`src/logic/flash_map_pkg.sv`:
```
package flash_map_pkg;

    localparam logic [7:0] COMMIT_KEY = 8'hD5;
    localparam logic [7:0] RAM_COMMIT_KEY = 8'hD4;
    localparam logic [2:0] MODE_ENABLE = 3'h5;
    localparam logic [2:0] MODE_PROTECT = 3'h2;
    localparam logic [1:0] AREA_DEFAULT = 2'h0;
    localparam logic [1:0] AREA_CODE = 2'h2;
    localparam logic [7:0] STAGING_RESET = 8'h40;
    localparam logic [1:0] PORT_CTRL_RESET = 2'h0;

    // staging byte field positions
    localparam int MODE_MSB = 7;
    localparam int MODE_LSB = 5;
    localparam int BOOT_POS = 4;
    localparam int AREA_MSB = 3;
    localparam int AREA_LSB = 2;
    // monitor byte field positions
    localparam int MON_MODE_POS = 5;
    localparam int MON_BOOT_POS = 4;

    localparam logic [15:0] ROM_LO = 16'h1000;
    localparam logic [15:0] ROM_DATA_HI = 16'h17FF;
    localparam logic [15:0] ROM_CODE_SER_HI = 16'h1FFF;
    localparam logic [15:0] WIN_LO = 16'hC000;
    localparam logic [15:0] FLASH_LO = 16'h1000;
    localparam logic [15:0] RAM_LO = 16'h0040;
    localparam logic [15:0] RAM_HI = 16'h083F;

    typedef enum logic [1:0] {
        REG_NONE = 2'b00,
        REG_FLASH = 2'b01,
        REG_ROM = 2'b10,
        REG_RAM = 2'b11
    } region_t;

    typedef struct packed {
        logic [2:0] mode;
        logic boot;
        logic [1:0] area;
    } flash_fields_t;

    typedef struct packed {
        logic ram_sel;
        logic vec_ram;
    } sys_fields_t;

    typedef struct packed {
        logic valid;
        logic code;
        logic write;
        logic [15:0] addr;
        logic [7:0] wdata;
    } mem_req_t;

    typedef struct packed {
        logic valid;
        region_t region;
        logic code_bank;
        logic [15:0] addr;
    } mem_route_t;

endpackage

```
`src/logic/flash_protect_map_control.sv`:
```
`timescale 1ns/1ps
`default_nettype none

module flash_protect_map_control (
    input wire logic mclk,
    input wire logic rst_n,
    input wire logic serial_mode,
    input wire flash_map_pkg::mem_req_t req,
    input wire logic fetch_from_ram,
    input wire logic irq_take,
    input wire logic staging_wr,
    input wire logic commit_wr,
    input wire logic standby_wr,
    input wire logic sysmap_wr,
    input wire logic ram_commit_wr,
    input wire logic port_ctrl_wr,
    input wire logic [7:0] wr_data,
    output logic [7:0] staging_rd,
    output logic [7:0] monitor_rd,
    output logic [7:0] standby_rd,
    output logic [7:0] port_ctrl_rd,
    output flash_map_pkg::mem_route_t route,
    output logic flash_cmd_we,
    output logic [7:0] flash_cmd_data,
    output logic toggle_en,
    output logic standby_bit,
    output logic standby_reset,
    output logic loader_rx_pin_en,
    output logic loader_tx_pin_en,
    output logic loader_clock_pin_en,
    output logic other_port_input_en
);

    typedef struct packed {
        logic [7:0] staging;
        flash_map_pkg::flash_fields_t active;
        flash_map_pkg::sys_fields_t sys_stage;
        flash_map_pkg::sys_fields_t sys_act;
        logic standby;
        logic [1:0] port_ctrl;
        flash_map_pkg::mem_route_t route;
        logic cmd_we;
        logic [7:0] cmd_data;
        logic stb_rst;
        logic clk_en;
        logic oth_en;
        logic tog;
    } state_t;

    typedef flash_map_pkg::flash_fields_t flash_fields_t;
    typedef flash_map_pkg::sys_fields_t sys_fields_t;

    state_t q;
    state_t d;
    flash_fields_t staged;
    logic enabled;
    logic boot_eff;
    logic ram_eff;
    logic in_win;
    logic is_flash;
    flash_map_pkg::region_t reg_sel;

    always_comb
    begin
        staged.mode = q.staging[flash_map_pkg::MODE_MSB:flash_map_pkg::MODE_LSB];
        staged.boot = q.staging[flash_map_pkg::BOOT_POS];
        staged.area = q.staging[flash_map_pkg::AREA_MSB:flash_map_pkg::AREA_LSB];
        enabled = (q.active.mode == flash_map_pkg::MODE_ENABLE);
        boot_eff = q.active.boot | serial_mode;
        ram_eff = q.sys_act.ram_sel | serial_mode;
        in_win = (req.addr >= flash_map_pkg::WIN_LO);
        reg_sel = flash_map_pkg::REG_NONE;
        if (req.addr >= flash_map_pkg::RAM_LO
            && req.addr <= flash_map_pkg::RAM_HI)
        begin
            // ram always in data space, in code only when mapped
            if (!req.code || ram_eff)
            begin
                reg_sel = flash_map_pkg::REG_RAM;
            end
        end
        else if (boot_eff && req.addr >= flash_map_pkg::ROM_LO
                 && req.addr <= flash_map_pkg::ROM_DATA_HI)
        begin
            reg_sel = flash_map_pkg::REG_ROM;
        end
        else if (serial_mode && req.code
                 && req.addr >= flash_map_pkg::ROM_LO
                 && req.addr <= flash_map_pkg::ROM_CODE_SER_HI)
        begin
            reg_sel = flash_map_pkg::REG_ROM;
        end
        else if (req.addr >= flash_map_pkg::FLASH_LO)
        begin
            reg_sel = flash_map_pkg::REG_FLASH;
        end
        is_flash = req.valid && (reg_sel == flash_map_pkg::REG_FLASH);
    end

    always_comb
    begin
        d = q;
        if (staging_wr)
        begin
            d.staging = wr_data;
        end
        // one key write moves every staged field at once
        if (commit_wr && wr_data == flash_map_pkg::COMMIT_KEY)
        begin
            d.active = staged;
        end
        if (sysmap_wr)
        begin
            d.sys_stage.ram_sel = wr_data[1];
            d.sys_stage.vec_ram = wr_data[0];
        end
        if (ram_commit_wr && wr_data == flash_map_pkg::RAM_COMMIT_KEY)
        begin
            d.sys_act = q.sys_stage;
        end
        if (standby_wr && fetch_from_ram)
        begin
            d.standby = wr_data[0];
        end
        // hardware clear on interrupt entry wins over a software write
        if (irq_take && !q.sys_act.vec_ram)
        begin
            d.standby = 1'b0;
        end
        if (port_ctrl_wr && serial_mode)
        begin
            d.port_ctrl = wr_data[1:0];
        end
        d.route.valid = req.valid;
        d.route.region = reg_sel;
        d.route.addr = req.addr;
        // reserved area codes fall back to the default mapping
        // upper data window resolves to code flash cells when switched
        d.route.code_bank = req.code
            || (in_win && q.active.area == flash_map_pkg::AREA_CODE);
        // only new writes are gated; a running sequence is not reset
        d.cmd_we = is_flash && req.write && !req.code && in_win
            && enabled && !q.standby;
        d.cmd_data = req.wdata;
        // one-cycle request; the reset block itself sits outside
        d.stb_rst = is_flash && q.standby;
        // enables follow the stored bits, one edge after a write
        d.clk_en = !serial_mode || q.port_ctrl[1];
        d.oth_en = !serial_mode || q.port_ctrl[0];
        if (!rst_n)
        begin
            d.staging = flash_map_pkg::STAGING_RESET;
            d.active.mode = flash_map_pkg::MODE_PROTECT;
            d.active.boot = 1'b0;
            d.active.area = flash_map_pkg::AREA_DEFAULT;
            d.sys_stage = '0;
            d.sys_act = '0;
            d.standby = 1'b0;
            d.port_ctrl = flash_map_pkg::PORT_CTRL_RESET;
            d.route = '0;
            d.cmd_we = 1'b0;
            d.cmd_data = 8'h00;
            d.stb_rst = 1'b0;
            d.clk_en = 1'b1;
            d.oth_en = 1'b1;
        end
        // registered so the pin shows no decode glitch
        d.tog = (d.active.mode == flash_map_pkg::MODE_ENABLE);
    end

    always_ff @(posedge mclk)
    begin
        q <= d;
    end

    always_ff @(posedge mclk)
    begin
        if (!rst_n)
        begin
            staging_rd <= flash_map_pkg::STAGING_RESET;
            monitor_rd <= 8'h00;
            standby_rd <= 8'h00;
            port_ctrl_rd <= 8'h00;
        end
        else
        begin
            staging_rd <= d.staging;
            monitor_rd <= {2'b00,
                d.active.mode == flash_map_pkg::MODE_ENABLE,
                d.active.boot | serial_mode, d.active.area, 2'b00};
            standby_rd <= 8'h00;
            port_ctrl_rd <= serial_mode ? {6'h00, d.port_ctrl} : 8'h00;
        end
    end

    assign route = q.route;
    assign flash_cmd_we = q.cmd_we;
    assign flash_cmd_data = q.cmd_data;
    // toggle reads follow the same protection as commands
    assign toggle_en = q.tog;
    assign standby_bit = q.standby;
    assign standby_reset = q.stb_rst;
    // the loader uart pins stay open in both modes
    assign loader_rx_pin_en = 1'b1;
    assign loader_tx_pin_en = 1'b1;
    assign loader_clock_pin_en = q.clk_en;
    assign other_port_input_en = q.oth_en;
endmodule

`default_nettype wire
```
`config.mk`:
```
export PLATFORM = sky130hd
export DESIGN_NAME = flash_protect_map_control
export DESIGN_NICKNAME = d
export VERILOG_FILES = /design/src/logic/flash_map_pkg.sv /design/src/logic/flash_protect_map_control.sv
export SDC_FILE = /design/constraint.sdc
export NUM_CORES = 1
export LEC_CHECK = 0
export BUFFER_PORTS_ARGS = -buffer_cell sky130_fd_sc_hd__buf_2
export CORE_MARGIN = 2
export CORE_UTILIZATION = 49
export CTS_BUF_LIST = sky130_fd_sc_hd__clkbuf_4
export DETAILED_ROUTE_END_ITERATION = 10
export PLACE_DENSITY = 0.85
export SETUP_SLACK_MARGIN = 0.15
export SLEW_MARGIN = 10
export SYNTH_ARGS = -nofsm -noshare
export SYNTH_HDL_FRONTEND = slang
export SYNTH_SLANG_ARGS = --single-unit
```
`constraint.sdc`:
```
create_clock -name mclk -period 1.4 [get_ports mclk]
set_input_delay 0 -clock mclk [delete_from_list [all_inputs] [get_ports mclk]]
set_output_delay 0 -clock mclk [all_outputs]
set_load 0.02 [all_outputs]
```
==> summary.txt <==
Run status
  – Outcome: finished clean

Logic synthesis
  – Mapped cell area: 2600 um2
  – Synth cell count leaders: dfxtp_1, buf_4, and2_1
  – Total number of yosys warnings: 0
  – Post-synthesis sequential area ratio: 52.3%
  – Share of the synthesized area in the top cell type: 52.3%
  – Asr flop ratio synth: 0%
  – Leading area contributor after synthesis: dfxtp_1
  – Most frequent cell after synthesis: dfxtp_1
  – Synth Register Bits: 68
  – Main synth FF type: dfxtp_1
  – Yosys cell types: 31
  – Avg Inst Size Synth: 10.3 um2
  – EDFF count, synth: 0
  – Synth area leaders: dfxtp_1, buf_4, mux2i_1
  – Syn Inst Count: 252

Clocking
  – Worst-path clk slew: 110 ps
  – H-tree Lvls: 3
  – Cts bufs inserted: 9
  – Deepest clock path buffer count: 2
  – Root Driver: clkbuf_4
  – Clock insertion delay at the later pin of the skew report: 390 ps
  – TritonCTS sink count: 68
  – CTS tree: built
  – Post-CTS Setup Bufs: 0

Route
  – Antenna viol nets, final: 0
  – DRT Pass-1 Iters: 4
  – Via/cell ratio: 4.48
  – DRC Markers: 0
  – Routed len/inst: 13.0 um
  – Routed WL: 5710 um
  – Routed vias: 1,976
  – Drt initial violations: 48

Placement
  – Post-DP HPWL: 3560 um
  – Placed cells: 379
  – Port bufs: 93
  – Routability-driven placement congestion ratio: 0.781

Global routing
  – Overflow after GRT: 0
  – Vias in the first global route: 1,980
  – Global-route wire length before repair: 9230 um
  – Largest net degree at the start of global routing: 29
  – Initial antenna violation count: 0
  – Tot GR Track Use: 20.0%

Timing
  – Final Skew: 9.04 ps
  – Final setup fails: 0
  – RSZ-0062 raised after global routing: yes
  – Max-slew violation count: 0
  – Period utilisation layout: 88.9%
  – Hold Vio Cnt, Final: 0
  – Hold Slack: 44.4 ps
  – Max Fclk: 803 MHz
  – Fin crit period: 1240 ps
  – Total negative slack: 0 ps

Pwr
  – Maximum vdd ir drop: 727 uV
  – P_leak: 0.00166 uW
  – PwrDens: 1170 nW/um2

Die
  – Initial Util: 51.0%
  – Core Area: 5110 um2
  – Die area: 5910 um2
  – Die Width: 76.9 um
  – # rows: 26
  – Die H: 76.9 um
  – Boundary pin count: 114

Critical path
  – Crit path max fanout: 8
  – Critical path class: input port to flip-flop
  – Critical Path Source Type: input port
  – Req. time, crit path: 1680 ps
  – CP arrival: 1530 ps
  – Reg2Reg Depth: 3
  – Critical Path End Type: flip-flop

Layout
  – Layout Cells excl Fill: 441
  – Fraction of layout cells with a size suffix above 1: 31.3%
  – Antenna cells: 0
  – Area growth from synthesis to layout: 34.9%
  – Filler instances: 387
  – Post-layout nets: 412

Job
  – Max-cap violations: 0

Hold path
  – Hold Crit Class: input port to flip-flop
  – Hold path depth: 3
-- cells by family after synthesis --
family	share of synthesized area, %
AND/OR/NAND/NOR	20.6
buffers and inverters	15.9
AO/OA/AOI/OAI	4.04
flip-flops	52.3
other	0.288
multiplexers	6.92
-- cell usage in the layout, fill, tap and decap left out, types with 3 or more instances in the layout --
cell / n
a21boi_0: 3
and2_1: 27
buf_2: 93
bufinv_16: 3
clkbuf_4: 10
conb_1: 20
dfxtp_1: 68
dlygate4sd3_1: 46
inv_1: 5
mux2i_1: 16
nand2_1: 13
nand3b_1: 3
nor2_1: 4
nor2b_1: 23
o21a_1: 3
-- flip-flops by register name, indices dropped and copies added, names as in the netlist --
register	flops
other_port_input_en	1
q	20
standby_bit	1
flash_cmd_data	8
flash_cmd_we	1
port_ctrl_rd	2
toggle_en	1
staging_rd	8
loader_clock_pin_en	1
monitor_rd	4
standby_reset	1
route	20
-- metal layers --
layer,up-vias,share of wire (%),global-route usage (%)
met3,8,6.6,7.29
met4,0,0.84,6.55
li1,979,-,-
met5,-,0,0
met1,913,40,21.8
met2,76,52,36.0
-- worst paths after layout --
path,end,start,slack (ps)
min,q[52],staging_wr,40
max reg2reg,q[38],q[38],220
max,monitor_rd[4],wr_data[5],160
min reg2reg,other_port_input_en,q[33],460
-- critical path, stage by stage --
cell           delay (ps)
dlygate4sd3_1         530
buf_2                 130
nand2b_1              190
nor4_4                160
buf_6                 190
mux2i_2               230
a21boi_1               90
-- power by group --
group | switching, uW | total [uW] | internal (uW)
logic | 283 | 526 | 243
registers | 28.4 | 2050 | 2020
clock network | 644 | 1550 | 911
-- per-stage QoR --
| stage | total power, uW | utilization [%] | area, um2 | setup WS (ps) |
|---|---|---|---|---|
| floorplan | 2440 | - | 2670 | 256 |
| global placement | 2500 | 55.9 | 2850 | 147 |
| detailed placement | 2500 | 55.9 | 2850 | 126 |
| CTS | 4160 | 68.0 | 3470 | 194 |
| global route | 4290 | 68.8 | 3510 | 119 |
| finish | 4130 | 68.8 | 3510 | 155 |
-- area by class of cell --
type	instances	area (um2)	share of cell area [%]
clock buffer	10	75.1	2.14
clock inverter	6	103	2.92
inverter	5	18.8	0.534
multi-input combinational	140	915	26.0
sequential	68	1360	38.8
tap	70	87.6	2.49
timing repair buffer	142	952	27.1
-- what timing repair did --
action / CTS / global route
hold endpoints to repair: 59 / 2
resized for setup: 0 / 6
endpoints found under the setup margin: 0 / 13
hold buffers: 44 / 3
Power figures use the tool's default switching activity.
